--- src/rtl/pvc_pkg.sv ---
package pvc_pkg;

  // ----------------------------------------------------------------
  // Register map
  // ----------------------------------------------------------------
  localparam logic [4:0] REG_DIG_CTRL = 5'h10; // PLL behaviour in power down
  localparam logic [4:0] REG_SYM_ERR = 5'h15; // Symbol error frame count
  localparam logic [4:0] REG_STRAP_OVR = 5'h16; // Strap override control
  localparam logic [4:0] REG_STRAP_STAT = 5'h17; // Strap value status
  localparam logic [4:0] REG_EXP_CTRL = 5'h18; // Expanded power control
  localparam logic [4:0] REG_INT_CTRL = 5'h1B; // Interrupt enables and flags

  // ----------------------------------------------------------------
  // Reset values and write masks
  // ----------------------------------------------------------------
  localparam logic [15:0] SYM_ERR_RST = 16'h0000;
  localparam logic [15:0] STRAP_OVR_RST = 16'h0002;
  localparam logic [15:0] STRAP_OVR_WMASK = 16'hFBFF; // Bit 10 reads zero
  localparam logic [15:0] EXP_CTRL_RST = 16'h0800;
  localparam logic [15:0] DIG_CTRL_RST = 16'h0000;
  localparam logic [7:0] INT_EN_RST = 8'h00;
  localparam logic [7:0] INT_FLAG_RST = 8'h00;

  // ----------------------------------------------------------------
  // Field positions
  // ----------------------------------------------------------------
  localparam int OVR_B2B_BIT = 6;
  localparam int OVR_NAND_BIT = 5;
  localparam int OVR_RMII_BIT = 1;
  localparam int STAT_ADDR_LSB = 13;
  localparam int STAT_RMII_BIT = 1;
  localparam int EXP_PD_OFF_BIT = 11;
  localparam int DIG_PLL_BIT = 4;
  localparam int INT_EN_LSB = 8;
  localparam logic [2:0] ADDR_STRAP_LOW = 3'h0; // Strap pin low
  localparam logic [2:0] ADDR_STRAP_HIGH = 3'h3; // Strap pin high

  // ----------------------------------------------------------------
  // Management frame timing, in link clock edges
  // ----------------------------------------------------------------
  localparam logic [5:0] PREAMBLE_LEN = 6'h20;
  localparam logic [4:0] HDR_LAST = 5'h0C; // Start bit 2, opcode, addresses
  localparam logic [4:0] DATA_LAST = 5'h0F;
  localparam logic [1:0] OP_READ = 2'h2;
  localparam logic [1:0] OP_WRITE = 2'h1;
  localparam logic [1:0] STRAP_SETTLE = 2'h2; // Cycles after release

  // Frame decoder states
  typedef enum logic [3:0] {
    ST_PRE = 4'h1,
    ST_HDR = 4'h2,
    ST_TA = 4'h4,
    ST_DATA = 4'h8
  } pvc_state_t;

endpackage

--- src/rtl/pvc_mgmt_if.sv ---
`timescale 1ns/10ps
interface pvc_mgmt_if;
  logic rdReq; // One cycle read request
  logic wrReq; // One cycle write request
  logic [4:0] regAddr; // Register index
  logic [15:0] wrData; // Write value
  logic [15:0] rdData; // Read value, valid the cycle after rdReq
  modport slave(output rdReq, output wrReq, output regAddr, output wrData, input rdData);
  modport bank(input rdReq, input wrReq, input regAddr, input wrData, output rdData);
endinterface

--- src/rtl/pvc_mdio_slave.sv ---
`timescale 1ns/10ps
module pvc_mdio_slave import pvc_pkg::*; (
  // Clock and reset
  input wire logic clk,
  input wire logic rstSyncN,
  // Management link pins
  input wire logic mdc,
  input wire logic mdioIn,
  output logic mdioOut,
  output logic mdioOeN,
  // Own management address
  input wire logic [4:0] phyAddr,
  // Register side
  pvc_mgmt_if.slave mgmt
);

  // ----------------------------------------------------------------
  // Pin synchronisers
  // ----------------------------------------------------------------
  logic mdcMeta, mdcSync, mdcLast; // Link clock chain
  logic mdioMeta, mdioSync; // Data chain
  logic mdcRise; // Sampling point

  // Two stages before any use
  always_ff @(posedge clk or negedge rstSyncN) begin
    if (!rstSyncN) begin
      mdcMeta <= 1'b0;
      mdcSync <= 1'b0;
      mdcLast <= 1'b0;
      mdioMeta <= 1'b1;
      mdioSync <= 1'b1;
    end else begin
      mdcMeta <= mdc;
      mdcSync <= mdcMeta;
      mdcLast <= mdcSync;
      mdioMeta <= mdioIn;
      mdioSync <= mdioMeta;
    end
  end

  assign mdcRise = mdcSync & ~mdcLast;

  // ----------------------------------------------------------------
  // Frame decoder
  // ----------------------------------------------------------------
  pvc_state_t state, next_state;
  logic [5:0] preCnt, next_preCnt; // Consecutive ones seen
  logic [4:0] bitCnt, next_bitCnt; // Bits within a field
  logic [12:0] hdr, next_hdr; // Start, opcode, addresses
  logic [12:0] hdrNew; // Header with current bit
  logic [15:0] shReg, next_shReg; // Data in or out
  logic isRead, next_isRead;
  logic oeN, next_oeN;
  logic rdReq, next_rdReq;
  logic wrReq, next_wrReq;
  logic [4:0] addrReg, next_addrReg;

  // Next values on each sampled link edge
  always_comb begin
    next_state = state;
    next_preCnt = preCnt;
    next_bitCnt = bitCnt;
    next_hdr = hdr;
    next_shReg = shReg;
    next_isRead = isRead;
    next_oeN = oeN;
    next_rdReq = 1'b0;
    next_wrReq = 1'b0;
    next_addrReg = addrReg;
    hdrNew = {hdr[11:0], mdioSync};
    if (mdcRise) begin
      case (state)
        ST_PRE: begin
          // Ones count up, a zero after a full preamble starts a frame
          if (mdioSync) begin
            if (preCnt != PREAMBLE_LEN) begin
              next_preCnt = preCnt + 6'h01;
            end
          end else begin
            if (preCnt == PREAMBLE_LEN) begin
              next_state = ST_HDR;
              next_bitCnt = 5'h00;
            end
            next_preCnt = 6'h00;
          end
        end
        ST_HDR: begin
          next_hdr = hdrNew;
          next_bitCnt = bitCnt + 5'h01;
          if (bitCnt == HDR_LAST) begin
            next_bitCnt = 5'h00;
            next_state = ST_PRE;
            // Own address and a known opcode only
            if (hdrNew[12] && hdrNew[9:5] == phyAddr &&
                (hdrNew[11:10] == OP_READ || hdrNew[11:10] == OP_WRITE)) begin
              next_state = ST_TA;
              next_isRead = (hdrNew[11:10] == OP_READ);
              next_rdReq = (hdrNew[11:10] == OP_READ);
              next_addrReg = hdrNew[4:0];
            end
          end
        end
        ST_TA: begin
          if (bitCnt == 5'h00) begin
            next_bitCnt = 5'h01;
            // Second turnaround bit driven low
            if (isRead) begin
              next_oeN = 1'b0;
              next_shReg = 16'h0000;
            end
          end else begin
            next_bitCnt = 5'h00;
            next_state = ST_DATA;
            if (isRead) begin
              next_shReg = mgmt.rdData;
            end
          end
        end
        ST_DATA: begin
          next_bitCnt = bitCnt + 5'h01;
          next_shReg = {shReg[14:0], isRead ? 1'b0 : mdioSync};
          if (bitCnt == DATA_LAST) begin
            // Release the line, or hand the word over
            next_state = ST_PRE;
            next_bitCnt = 5'h00;
            next_oeN = 1'b1;
            next_wrReq = ~isRead;
          end
        end
        default: begin
          next_state = ST_PRE;
        end
      endcase
    end
  end

  // Decoder registers
  always_ff @(posedge clk or negedge rstSyncN) begin
    if (!rstSyncN) begin
      state <= ST_PRE;
      preCnt <= 6'h00;
      bitCnt <= 5'h00;
      hdr <= 13'h0000;
      shReg <= 16'h0000;
      isRead <= 1'b0;
      oeN <= 1'b1;
      rdReq <= 1'b0;
      wrReq <= 1'b0;
      addrReg <= 5'h00;
    end else begin
      state <= next_state;
      preCnt <= next_preCnt;
      bitCnt <= next_bitCnt;
      hdr <= next_hdr;
      shReg <= next_shReg;
      isRead <= next_isRead;
      oeN <= next_oeN;
      rdReq <= next_rdReq;
      wrReq <= next_wrReq;
      addrReg <= next_addrReg;
    end
  end

  assign mdioOut = shReg[15];
  assign mdioOeN = oeN;
  assign mgmt.rdReq = rdReq;
  assign mgmt.wrReq = wrReq;
  assign mgmt.regAddr = addrReg;
  assign mgmt.wrData = shReg;
endmodule

--- src/rtl/pvc_vendor_regs.sv ---
`timescale 1ns/10ps
// Contract
// - Symbol error frame count, cleared on read
// - Back-to-back needs RMII override also set
// - NAND tree override bit, reset zero
// - RMII override resets to one, writable
// - Address strap reports zero or three only
// - RMII strap status bit reads strap
// - Power-down disable bit, resets to one
// - Jabber interrupt enable, reset zero
// - Receive error interrupt enable, reset zero
// - Page received interrupt enable, reset zero
// - Parallel detect fault enable, reset zero
// - Event flags read-only, cleared on read
// - PLL off control in power down
module pvc_vendor_regs import pvc_pkg::*; #(
  parameter int CNT_W = 16,
  parameter int FLAG_W = 8
) (
  // Clock and reset
  input wire logic clk,
  input wire logic rstn,
  // Management link
  input wire logic mdc,
  input wire logic mdioIn,
  output logic mdioOut,
  output logic mdioOeN,
  // Power-up straps
  input wire logic addrStrap,
  input wire logic rmiiStrap,
  // Core events, same clock
  input wire logic symErrFrame,
  input wire logic [FLAG_W-1:0] intEvent,
  // Mode controls to the core
  output logic rmiiMode,
  output logic backToBackMode,
  output logic nandTreeMode,
  output logic energyDetectPowerDownOff,
  output logic pllOffInPowerDown,
  output logic interruptN
);

  // Sizes the register layout relies on
  if (CNT_W != 16 || FLAG_W != 8) begin : g_check
    $error("counter must be 16 bits and flags 8 bits");
  end

  // ----------------------------------------------------------------
  // Reset release
  // ----------------------------------------------------------------
  logic [1:0] rstPipe; // Release chain
  logic rstSyncN; // Released reset

  // Assert at once, release after two edges
  always_ff @(posedge clk or negedge rstn) begin
    if (!rstn) begin
      rstPipe <= 2'h0;
    end else begin
      rstPipe <= {rstPipe[0], 1'b1};
    end
  end

  assign rstSyncN = rstPipe[1];

  // ----------------------------------------------------------------
  // Management link
  // ----------------------------------------------------------------
  pvc_mgmt_if mgmt ();
  logic [2:0] addrStrapVal; // Captured address

  pvc_mdio_slave i_pvc_mdio_slave (
    .clk(clk),
    .rstSyncN(rstSyncN),
    .mdc(mdc),
    .mdioIn(mdioIn),
    .mdioOut(mdioOut),
    .mdioOeN(mdioOeN),
    .phyAddr({2'h0, addrStrapVal}),
    .mgmt(mgmt.slave)
  );

  // Read and write strobes for one register
  function automatic logic hit(input logic req, input logic [4:0] a, input logic [4:0] r);
    hit = req && (a == r);
  endfunction

  // ----------------------------------------------------------------
  // Strap capture
  // ----------------------------------------------------------------
  logic [1:0] strapMeta, strapSync; // Pin synchronisers
  logic [1:0] strapCnt, next_strapCnt; // Settle count
  logic [2:0] next_addrStrapVal;
  logic rmiiStrapVal, next_rmiiStrapVal;

  // Straps are pins, two stages first
  always_ff @(posedge clk or negedge rstSyncN) begin
    if (!rstSyncN) begin
      strapMeta <= 2'h0;
      strapSync <= 2'h0;
    end else begin
      strapMeta <= {addrStrap, rmiiStrap};
      strapSync <= strapMeta;
    end
  end

  // Latch once the chain has settled
  always_comb begin
    next_strapCnt = strapCnt;
    next_addrStrapVal = addrStrapVal;
    next_rmiiStrapVal = rmiiStrapVal;
    if (strapCnt != 2'h3) begin
      next_strapCnt = strapCnt + 2'h1;
    end
    if (strapCnt == STRAP_SETTLE) begin
      next_addrStrapVal = strapSync[1] ? ADDR_STRAP_HIGH : ADDR_STRAP_LOW;
      next_rmiiStrapVal = strapSync[0];
    end
  end

  // Strap registers
  always_ff @(posedge clk or negedge rstSyncN) begin
    if (!rstSyncN) begin
      strapCnt <= 2'h0;
      addrStrapVal <= ADDR_STRAP_LOW;
      rmiiStrapVal <= 1'b0;
    end else begin
      strapCnt <= next_strapCnt;
      addrStrapVal <= next_addrStrapVal;
      rmiiStrapVal <= next_rmiiStrapVal;
    end
  end

  // ----------------------------------------------------------------
  // Register bank
  // ----------------------------------------------------------------
  logic [15:0] symErrCnt, next_symErrCnt; // Error frame count
  logic [15:0] strapOvr, next_strapOvr; // Override control
  logic [15:0] expCtrl, next_expCtrl; // Expanded control
  logic [15:0] digCtrl, next_digCtrl; // PLL control word
  logic [7:0] intEn, next_intEn; // Interrupt enables
  logic [7:0] intFlag, next_intFlag; // Sticky event flags
  logic [15:0] rdData, next_rdData; // Read value
  logic rdCnt, rdInt; // Clear-on-read strobes
  logic next_rmiiMode, next_b2bMode, next_irqN;

  assign rdCnt = hit(mgmt.rdReq, mgmt.regAddr, REG_SYM_ERR);
  assign rdInt = hit(mgmt.rdReq, mgmt.regAddr, REG_INT_CTRL);

  // Read view of every register
  function automatic logic [15:0] readMux(input logic [4:0] a);
    case (a)
      REG_SYM_ERR: readMux = symErrCnt;
      REG_STRAP_OVR: readMux = strapOvr & STRAP_OVR_WMASK;
      REG_STRAP_STAT: begin
        readMux = 16'h0000;
        readMux[STAT_ADDR_LSB +: 3] = addrStrapVal;
        readMux[STAT_RMII_BIT] = rmiiStrapVal;
      end
      REG_EXP_CTRL: readMux = expCtrl;
      REG_DIG_CTRL: readMux = digCtrl;
      REG_INT_CTRL: readMux = {intEn, intFlag};
      default: readMux = 16'h0000; // Unmapped
    endcase
  endfunction

  // Register updates
  always_comb begin
    next_symErrCnt = symErrCnt;
    next_strapOvr = strapOvr;
    next_expCtrl = expCtrl;
    next_digCtrl = digCtrl;
    next_intEn = intEn;
    next_rdData = rdData;
    // Count saturates, a new frame beats the read clear
    if (rdCnt) begin
      next_symErrCnt = 16'h0000;
    end
    if (symErrFrame) begin
      if (rdCnt) begin
        next_symErrCnt = 16'h0001;
      end else if (symErrCnt != 16'hFFFF) begin
        next_symErrCnt = symErrCnt + 16'h0001;
      end
    end
    // Flags clear on read, events win
    next_intFlag = (rdInt ? INT_FLAG_RST : intFlag) | intEvent;
    // Software writes
    if (hit(mgmt.wrReq, mgmt.regAddr, REG_STRAP_OVR)) begin
      next_strapOvr = mgmt.wrData & STRAP_OVR_WMASK;
    end
    if (hit(mgmt.wrReq, mgmt.regAddr, REG_EXP_CTRL)) begin
      next_expCtrl = mgmt.wrData;
    end
    if (hit(mgmt.wrReq, mgmt.regAddr, REG_DIG_CTRL)) begin
      next_digCtrl = mgmt.wrData;
    end
    if (hit(mgmt.wrReq, mgmt.regAddr, REG_INT_CTRL)) begin
      next_intEn = mgmt.wrData[15:INT_EN_LSB];
    end
    if (mgmt.rdReq) begin
      next_rdData = readMux(mgmt.regAddr);
    end
    // Mode outputs
    next_rmiiMode = next_strapOvr[OVR_RMII_BIT] | rmiiStrapVal;
    next_b2bMode = next_strapOvr[OVR_B2B_BIT] & next_strapOvr[OVR_RMII_BIT];
    next_irqN = ~|(intFlag & intEn);
  end

  // Bank registers
  always_ff @(posedge clk or negedge rstSyncN) begin
    if (!rstSyncN) begin
      symErrCnt <= SYM_ERR_RST;
      strapOvr <= STRAP_OVR_RST;
      expCtrl <= EXP_CTRL_RST;
      digCtrl <= DIG_CTRL_RST;
      intEn <= INT_EN_RST;
      intFlag <= INT_FLAG_RST;
      rdData <= 16'h0000;
      rmiiMode <= 1'b1;
      backToBackMode <= 1'b0;
      interruptN <= 1'b1;
    end else begin
      symErrCnt <= next_symErrCnt;
      strapOvr <= next_strapOvr;
      expCtrl <= next_expCtrl;
      digCtrl <= next_digCtrl;
      intEn <= next_intEn;
      intFlag <= next_intFlag;
      rdData <= next_rdData;
      rmiiMode <= next_rmiiMode;
      backToBackMode <= next_b2bMode;
      interruptN <= next_irqN;
    end
  end

  assign mgmt.rdData = rdData;
  assign nandTreeMode = strapOvr[OVR_NAND_BIT];
  assign energyDetectPowerDownOff = expCtrl[EXP_PD_OFF_BIT];
  assign pllOffInPowerDown = digCtrl[DIG_PLL_BIT];
endmodule

--- config.mk ---
export PLATFORM = sky130hd
export DESIGN_NAME = pvc_vendor_regs
export DESIGN_NICKNAME = d
export VERILOG_FILES = /design/src/rtl/pvc_pkg.sv /design/src/rtl/pvc_mgmt_if.sv /design/src/rtl/pvc_mdio_slave.sv /design/src/rtl/pvc_vendor_regs.sv
export SDC_FILE = /design/constraint.sdc
export NUM_CORES = 1
export LEC_CHECK = 0
export BUFFER_PORTS_ARGS = -buffer_cell sky130_fd_sc_hd__buf_4
export CAP_MARGIN = 20
export CORE_MARGIN = 1.5
export CORE_UTILIZATION = 55
export CTS_CLUSTER_SIZE = 8
export DETAILED_ROUTE_END_ITERATION = 7
export GPL_ROUTABILITY_DRIVEN = 0
export PLACE_DENSITY = 0.72
export SYNTH_ARGS = -nofsm -noshare
export SYNTH_HDL_FRONTEND = slang
export SYNTH_SLANG_ARGS = --single-unit
--- constraint.sdc ---
create_clock -name clk -period 12.3 [get_ports clk]
set_input_delay 0.615 -clock clk [delete_from_list [all_inputs] [get_ports clk]]
set_output_delay 0.615 -clock clk [all_outputs]
set_load 0.005 [all_outputs]
* Yosys cells after proc, flatten, opt, wreduce, memory -nomap -nowiden
Cells that the tools add are included.
Word-level totals: register bits 167, output and inout port bits 8, logic and storage cells 131, bits of input ports 15
Operators by class: eq/ne operators 28, add/subtract/negate cells 4, bitwise gates (word level) 7, reduce and logical (&&, ||, !) cells 21, multiplexer cells 39
Operator list (number):
- $mux W16 | 7
- $pmux W16 S6 | 1
- $pmux W16 S2 | 1
- $eq A5 B5 Y1 const B | 6
- $mux W4 | 5
- $mux W5 | 4
- $pmux W5 S4 | 1
- $add A16 B1 Y16 const B | 1
- $ne A16 B16 Y1 const B | 1
- $pmux W4 S4 | 1
- $mux W1 | 12
- $mux W6 | 2
- $eq A5 B4 Y1 const B | 2
- $ne A2 B1 Y1 const B | 5
- $and A8 B8 Y8 | 1
- $logic_and A1 B1 Y1 | 8
- $mux W8 | 1
- $ne A2 B2 Y1 const B | 4
- $or A8 B8 Y8 | 1
- $reduce_and A4 Y1 | 2
- $reduce_or A8 Y1 | 1
- $mux W7 | 1
- $add A6 B1 Y6 const B | 1
- $eq A6 B6 Y1 const B | 1
- 25 further kinds | 29

* Longest topological paths before layout
Gate-level depths: netlist (run 1).
word-level depth 7, gate-level depth with buffers 7, mapped depth without buffers 7

* Cells and area by module
Synthesis (run 1) repeated with hierarchy kept, for this count alone.
Unflattened totals: cell total of the unflattened synthesis 635, area total of the unflattened synthesis 7776.2 sq um
Modules (own cells, without submodules):
- pvc_vendor_regs | area each 4959.8 sq um, cells an instance 409, times used 1, seq. area each 2707.6 sq um
- pvc_mdio_slave | area each 2816.5 sq um, cells an instance 226, times used 1, seq. area each 1431.4 sq um

* Worst setup path before layout (run 1)
Ideal clock, no wire load.
path type input to register, from input symErrFrame, to register symErrCnt[15], setup slack 10291 ps, path buffers 1, library setup time 78 ps, stages on the path 5, required time 12222 ps, data arrival time 1931 ps, path through clkbuf_1 > nand4_1 > or4_1 > or4_1 > a21oi_1
On the way: longest elaborated chain between the ends 1
Ends and longest elaborated chain:
- start: declaration | RTL line pvc_vendor_regs.sv:32 | input wire logic symErrFrame,
- $mux W16 | RTL line pvc_vendor_regs.sv:178 | if (symErrFrame) begin
- net next_symErrCnt[15] | RTL line pvc_vendor_regs.sv:136 | logic [15:0] symErrCnt, next_symErrCnt;
- end signal: assignment | RTL line pvc_vendor_regs.sv:223 | symErrCnt <= next_symErrCnt;
- end: declaration | RTL line pvc_vendor_regs.sv:136
The timed path passes the listed nets, and every way through them passes these cells. A chain may end at the register's enable or synchronous reset.

* Worst setup path after layout (run 1)
from register i_pvc_mdio_slave.addrReg[2] (netlist: i_pvc_mdio_slave.mgmt.regAddr[2]), to register expCtrl[8]
On the way: longest elaborated chain between the ends 2
Ends and longest elaborated chain:
- start: declaration | RTL line pvc_mdio_slave.sv:56 | logic [4:0] addrReg, next_addrReg;
- start signal: assignment | RTL line pvc_mdio_slave.sv:160 | addrReg <= next_addrReg;
- $eq A5 B5 Y1 | RTL line pvc_vendor_regs.sv:84 | hit = req && (a == r);
- $logic_and A1 B1 Y1 | RTL line pvc_vendor_regs.sv:84
- end signal: assignment | RTL line pvc_vendor_regs.sv:225 | expCtrl <= next_expCtrl;
- end: declaration | RTL line pvc_vendor_regs.sv:138 | logic [15:0] expCtrl, next_expCtrl;
Every way passes these cells.

==> Implementation_results.wiki, run 1 <==
{| class="wikitable"
! Metric !! Value
|-
| Outcome || finished, final reports clean
|-
| Area occupied by multi-input gates || 3230 µm²
|-
| Most common library cell in the layout ignoring fill and taps || sky130_fd_sc_hd__dfrtp_1
|-
| Synthesized netlist net count || 626
|-
| Data arrival at the endpoint of the critical path || 3.40 ns
|-
| Total power || 1.26 mW
|-
| Finished Cell Area || 8510 µm²
|-
| Non-filler instance count after layout || 812
|-
| Top-level I/O count || 23
|-
| Die span in y || 120 µm
|-
| Summed instance area of the synthesized netlist || 7560 µm²
|-
| Number of placed cells counting well taps || 777
|-
| Post-synthesis average cell area || 12.6 µm²
|-
| DRC errors left || 0
|-
| Highest-count cells in the layout ignoring fill and taps || sky130_fd_sc_hd__dfrtp_1 (156), sky130_fd_sc_hd__mux2_1 (62), sky130_fd_sc_hd__mux2_2 (37), sky130_fd_sc_hd__nand2_1 (32), sky130_fd_sc_hd__a222oi_1 (29)
|-
| Tightest hold margin || 0.291 ns
|-
| Final-stage net count || 648
|-
| Setup repair after global routing missed its margin || no
|-
| Vias in the first global route || 5262
|-
| Antenna violations before repair || 0
|-
| Top delay family on crit path || simple AND/OR/NAND/NOR gates
|-
| Pre-CTS setup slack || 9.33 ns
|-
| Post-synth EDFFs || 0
|-
| Final cycle utilization of the critical path || 25.2%
|-
| F_max || 322 MHz
|-
| Reported leakage power || 3.84 nW
|-
| Reg2Reg Setup Slack || 9.20 ns
|-
| Fin. Hold Viols || 0
|-
| Critical path endpoint category || register
|-
| Die area || 14500 µm²
|-
| Setup clock skew after layout || 0.00860 ns
|-
| Number of distinct library cell variants in the gate-level netlist after synthesis || 66
|-
| Aggregate routed wire length || 17.2 mm
|-
| Aggregate negative setup slack || 0 ns
|-
| FP Rows || 42
|-
| Cell-by-cell listing of the critical path || nand3b_1, nor3_2, nand2_1, mux2_1
|-
| TritonCTS clock tree || yes
|-
| Crit path max-delay cell type || sky130_fd_sc_hd__nor3_2
|-
| Startpoint of the worst-slack reg-to-reg timing path || i_pvc_mdio_slave.mgmt.regAddr[2]
|-
| Starting Density || 56.7%
|-
| Count of antenna-violating nets left after detailed routing || 0
|-
| Port Buffers || 22
|-
| Maximum buffer depth of the clock tree || 2
|-
| Seq/Total Area, Yosys || 54.7%
|-
| Detailed placement HPWL || 11.4 mm
|-
| Total vias in the final route || 5359
|-
| Largest stage delay, worst path || 0.86 ns
|-
| Number of DRC violations after detailed-routing iteration 0 || 515
|-
| Maximum Capacitance Violations || 0
|-
| IR drop worst, VDD || 105 µV
|-
| Via density per instance || 6.60
|-
| Iteration count of the initial detailed-routing pass || 7
|-
| Most used flip-flop cell after synthesis || sky130_fd_sc_hd__dfrtp_1
|-
| Gate count of the mapped netlist || 601
|-
| CP Data Required Time || 12.60 ns
|-
| Clock network latency to the later pin of the worst-skew pair || 0.43 ns
|-
| Num Clock Sinks || 165
|-
| Total count of max-transition violations in the final report || 0
|-
| Num CTS Buffers || 17
|-
| Fraction of synthesized area in multiplexers || 15.0%
|-
| Total Routing Usage GR || 25.4%
|-
| Worst Slack Setup Final || 9.20 ns
|-
| X dimension of the die || 120 µm
|-
| Share of the synthesized area in compound gates (AO/OA/AOI/OAI) || 14.0%
|-
| Setup-violating endpoint count in the final report || 0
|-
| Worst slew margin relative to its limit || 23.7%
|-
| Count of inserted antenna diode cells || 0
|-
| Cell Area, Placed || 7890 µm²
|-
| Hold_sp || mdc
|-
| Synth Area in XOR/XNOR || 0.579%
|-
| Dominant combinational cell family by area after synthesis || multiplexers
|-
| Count of synthesis-stage warnings from yosys || 0
|-
| HP Class || in2reg
|-
| Crit start category || register
|-
| Worst Path Max Fanout || 16
|-
| Level count of the clock H-tree || 4
|-
| Time the final worst path needs with I/O delays and setup || 3.10 ns
|-
| Area delta synth->final || 12.5%
|-
| Share of layout cells above drive strength 1 || 19.0%
|-
| Synthesis-stage register bit count || 165
|-
| Post-CTS Setup Bufs || 0
|-
| Sequential standard cell area || 4140 µm²
|-
| Fin util || 63.8%
|-
| Worst setup path startpoint || i_pvc_mdio_slave.mgmt.regAddr[2]
|-
| Kind of critical path || reg2reg
|-
| Total power per unit cell area || 148 nW/µm²
|-
| Clock transition at the registers of the reported paths || 0.06 ns
|-
| GRT Residual Overflow || 0
|-
| Clock root buffer || sky130_fd_sc_hd__clkbuf_16
|-
| Ys async rst share || 100%
|-
| Core outline area || 13300 µm²
|-
| Wire length of the first global-routing pass || 27.9 mm
|-
| Count of fill cells added during filler insertion || 1008
|-
| Adder-cell area share of the yosys netlist || 1.65%
|-
| Least-Margin Pin Slew || 1.14 ns
|-
| Pin count of the biggest net entering global routing || 86
|-
| DR WL/cell || 21.1 µm
|-
| Share of synthesized cell area in and, or, nand and nor gates || 11.2%
|-
| CP Buf/Inv Count || 0
|-
| Number of gates given a new drive strength after cts || 0
|}
[repair_timing]
| action | 4_1_cts | 5_1_grt |
|---|---|---|
| hold buffers | 1 | 0 |
| hold endpoints to repair | 2 | 0 |
| endpoints found under the setup margin | 0 | 0 |
[cells in the mapped netlist, types with 10 or more instances]
cell | instances | area share [%]
sky130_fd_sc_hd__inv_1 | 19 | 0.94
sky130_fd_sc_hd__a22o_1 | 22 | 2.5
sky130_fd_sc_hd__nor3_1 | 10 | 0.66
sky130_fd_sc_hd__nand2_1 | 32 | 1.6
sky130_fd_sc_hd__ha_1 | 10 | 1.7
sky130_fd_sc_hd__clkbuf_1 | 15 | 0.74
sky130_fd_sc_hd__nor2_1 | 15 | 0.74
sky130_fd_sc_hd__mux2_2 | 37 | 5.5
sky130_fd_sc_hd__a222oi_1 | 29 | 3.8
sky130_fd_sc_hd__buf_2 | 11 | 0.73
sky130_fd_sc_hd__a21oi_1 | 13 | 0.86
sky130_fd_sc_hd__a22oi_1 | 19 | 1.9
sky130_fd_sc_hd__mux2_1 | 62 | 9.2
sky130_fd_sc_hd__dfrtp_1 | 157 | 52
sky130_fd_sc_hd__o21ai_0 | 10 | 0.66
[cell type report]
| type | instances | area share, % |
|---|---|---|
| clock buffers | 19 | 5.09 |
| multi-input cells | 388 | 38.0 |
| flip-flops and latches | 165 | 48.7 |
| repair buffers | 32 | 3.41 |
| clock inverters | 13 | 1.43 |
| well taps | 176 | 2.59 |
| inverters | 19 | 0.838 |
[report_power, final]
| part | switching, mW | total (mW) | internal (mW) | leakage (nW) |
|---|---|---|---|---|
| sequential | 0.0482 | 0.620 | 0.572 | 2.14 |
| clock | 0.222 | 0.503 | 0.281 | 0.262 |
| combinational | 0.0734 | 0.137 | 0.0637 | 1.43 |
| total | 0.344 | 1.26 | 0.916 | 3.84 |
[per-layer routing]
metal | wire length, µm | global-route usage (%) | part of all wire, %
met1 | 7140 | 34.3 | 42
met2 | 8330 | 39.6 | 49
met3 | 1390 | 6.79 | 8.1
met4 | 311 | 9.56 | 1.8
met5 | 0 | 0 | 0
[sequential cells by signal (all words and copies together), names as in the netlist, 2 cells and up]
name and count:
digCtrl 16, expCtrl 16, i_pvc_mdio_slave.mgmt.wrData 16, mgmt.rdData 16, symErrCnt 16, strapOvr 15
i_pvc_mdio_slave.hdr 12, intEn 8, intFlag 8, i_pvc_mdio_slave.preCnt 6, i_pvc_mdio_slave.bitCnt 5, i_pvc_mdio_slave.mgmt.regAddr 5
i_pvc_mdio_slave.state 4, rstPipe 2, strapCnt 2, strapMeta 2, strapSync 2
[cells by family after synthesis]
family / Yosys count
buf+inv: 48
xor+xnor: 5
other cells: 1
fa+ha+maj: 10
simple gates: 137
compound gates: 134
flops: 165
mux: 101
[worst paths after layout]
path                                             to  cells past startpoint
max reg2reg                              expCtrl[8]                      4
max                                      expCtrl[8]                      4
max in group asynchronous            backToBackMode                      2
min                        i_pvc_mdio_slave.mdcMeta                      1
min in group asynchronous              strapOvr[14]                      0
min reg2reg                            strapOvr[14]                      0
Note: power is estimated with default switching activity, not from simulation.
==> run 2: changes to the inputs <==
Clock period 12.3 ns to 2.9 ns, I/O delays scaled along.
==> Implementation_results.wiki, run 2 (same netlist as run 1, synthesis figures left out) <==
{| class="wikitable"
! Metric !! Value
|-
| Outcome || finished, final reports clean
|-
| Num CTS Buffers || 17
|-
| Final cycle utilization of the critical path || 78.8%
|-
| Comb power frac || 10.9%
|-
| DRC errors left || 0
|-
| Port Buffers || 22
|-
| Total vias in the final route || 5454
|-
| Core outline area || 13300 µm²
|-
| HP Class || in2async
|-
| Worst slew margin relative to its limit || 41.6%
|-
| Total count of max-transition violations in the final report || 0
|-
| Level count of the clock H-tree || 4
|-
| Area delta synth->final || 14.9%
|-
| DR WL/cell || 21.3 µm
|-
| Length in cells of the worst reg-to-reg path || 4
|-
| Aggregate routed wire length || 17.7 mm
|-
| Fin util || 65.1%
|-
| Via density per instance || 6.56
|-
| Top-level I/O count || 23
|-
| Antenna violations before repair || 1
|-
| Detailed placement HPWL || 11.8 mm
|-
| Data arrival at the endpoint of the critical path || 2.60 ns
|-
| Critical path endpoint category || register
|-
| Setup-violating endpoint count in the final report || 0
|-
| TritonCTS clock tree || yes
|-
| Reg2Reg Setup Slack || 0.61 ns
|-
| FP Rows || 42
|-
| Pre-CTS setup slack || 0.607 ns
|-
| Die span in y || 120 µm
|-
| Maximum Capacitance Violations || 0
|-
| Pin count of the biggest net entering global routing || 54
|-
| Worst Slack Setup Final || 0.614 ns
|-
| Setup clock skew after layout || 0.0102 ns
|-
| Crit start category || register
|-
| Post-CTS Setup Bufs || 0
|-
| Total Routing Usage GR || 26.2%
|-
| Clock root buffer || sky130_fd_sc_hd__clkbuf_16
|-
| Number of DRC violations after detailed-routing iteration 0 || 739
|-
| Least-Margin Pin Slew || 0.870 ns
|-
| Total power || 5.46 mW
|-
| X dimension of the die || 120 µm
|-
| Switching Fraction || 28.2%
|-
| Highest-count cells in the layout ignoring fill and taps || sky130_fd_sc_hd__dfrtp_1 (156), sky130_fd_sc_hd__mux2_1 (62), sky130_fd_sc_hd__buf_4 (38), sky130_fd_sc_hd__mux2_2 (37), sky130_fd_sc_hd__nand2_1 (32)
|-
| Startpoint of the worst-slack reg-to-reg timing path || i_pvc_mdio_slave.state[2]
|-
| Final-stage net count || 668
|-
| Clock network latency to the later pin of the worst-skew pair || 0.44 ns
|-
| Fin. Hold Viols || 0
|-
| GRT Residual Overflow || 0
|-
| Portion of total power attributed to the clock network || 40.9%
|-
| Starting Density || 56.7%
|-
| Iteration count of the initial detailed-routing pass || 8
|-
| CP Data Required Time || 3.21 ns
|-
| Reported leakage power || 3.94 nW
|-
| Tightest hold margin || 0.0192 ns
|-
| Cell internal power dissipation || 3.92 mW
|-
| Part of the total power dissipated in sequential elements || 48.2%
|-
| Wire length of the first global-routing pass || 28.8 mm
|-
| Time the final worst path needs with I/O delays and setup || 2.29 ns
|-
| Maximum buffer depth of the clock tree || 2
|-
| Die area || 14500 µm²
|-
| Worst Path Max Fanout || 15
|-
| Reg-to-reg endpoint || i_pvc_mdio_slave.isRead
|-
| Kind of critical path || reg2reg
|-
| Switch Pwr || 1.54 mW
|-
| Count of antenna-violating nets left after detailed routing || 0
|-
| IR drop worst, VDD || 865 µV
|-
| Vias in the first global route || 5469
|-
| Num Clock Sinks || 165
|-
| Setup repair after global routing missed its margin || no
|-
| F_max || 438 MHz
|-
| Most common library cell in the layout ignoring fill and taps || sky130_fd_sc_hd__dfrtp_1
|-
| Aggregate negative setup slack || 0 ns
|-
| Share of layout cells above drive strength 1 || 20.0%
|-
| Total power per unit cell area || 628 nW/µm²
|-
| Clock transition at the registers of the reported paths || 0.07 ns
|-
| Count of inserted antenna diode cells || 0
|}
-- run 2: cell count changes in the layout (fill, tap and decap cells not counted) --
| cell | before | now |
|---|---|---|
| sky130_fd_sc_hd__dlygate4sd3_1 | 1 | 13 |
| sky130_fd_sc_hd__buf_4 | 27 | 38 |
| sky130_fd_sc_hd__clkinv_4 | 0 | 3 |
| sky130_fd_sc_hd__inv_8 | 1 | 4 |
| sky130_fd_sc_hd__buf_16 | 2 | 0 |
| sky130_fd_sc_hd__buf_6 | 2 | 0 |
| sky130_fd_sc_hd__clkbuf_1 | 2 | 0 |
| sky130_fd_sc_hd__clkinv_2 | 3 | 1 |
| sky130_fd_sc_hd__clkinvlp_4 | 4 | 2 |
| sky130_fd_sc_hd__buf_12 | 0 | 1 |
| sky130_fd_sc_hd__clkinv_8 | 0 | 1 |
| sky130_fd_sc_hd__inv_6 | 4 | 3 |
-- run 2: how the worst max path moves through the flow --
stage / from / endpoint / slack, ns / cells past startpoint
detailed placement: i_pvc_mdio_slave.state[2] / i_pvc_mdio_slave.isRead / 0.61 / 4
finish: i_pvc_mdio_slave.state[2] / i_pvc_mdio_slave.isRead / 0.61 / 4
floorplan: rstPipe[1] / addrStrapVal[0] / 0.18 / 0
global placement: i_pvc_mdio_slave.state[2] / i_pvc_mdio_slave.mgmt.regAddr[2] / 0.69 / 4
CTS: i_pvc_mdio_slave.state[2] / i_pvc_mdio_slave.isRead / 0.59 / 4
global route: i_pvc_mdio_slave.state[2] / i_pvc_mdio_slave.isRead / 0.41 / 4
-- run 2: final cells by class --
cell class	count	area, µm²
well taps	176	220
fillers	993	4660
multi-input cells	388	3230
clock buffers	17	425
repair buffers	52	435
inverters	19	71.3
clock inverters	15	164
flip-flops and latches	165	4140
-- run 2: layer usage --
layer,share of wire (%),GRT usage (%),wire (µm),vias to the layer above
met4,1.8,9.04,327,0
met3,7.7,7.08,1360,33
met2,48,41.0,8450,205
met1,43,35.4,7590,2798
met5,0,0,0,-
li1,-,-,-,2418
-- run 2: critical path, stage by stage (launching register included) --
cell and delay (ns):
sky130_fd_sc_hd__dfrtp_1 0.51, sky130_fd_sc_hd__nor4b_4 0.48, sky130_fd_sc_hd__nand2_2 0.31, sky130_fd_sc_hd__nand4bb_1 0.46
sky130_fd_sc_hd__mux2_1 0.41
-- run 2: timing repair --
item                      in CTS  in global routing
hold endpoints to repair      14                  0
hold buffers                  13                  0
gates resized for setup        0                  0
-- run 2: power groups by stage --
stage | clock network (mW) | registers, mW | logic [mW]
after detailed placement | 0 | 2.67 | 0.581
after floorplan | 0 | 2.61 | 0.429
final | 2.23 | 2.63 | 0.596
after global placement | 0 | 2.66 | 0.562
after CTS | 2.27 | 2.63 | 0.598
after global routing | 2.34 | 2.65 | 0.662
-- run 2: stage by stage --
step / cells / area, µm²
global placement: 787 / 7970
floorplan: 601 / 7560
finish: 832 / 8690
detailed placement: 787 / 7970
global route: 832 / 8690
CTS: 832 / 8690
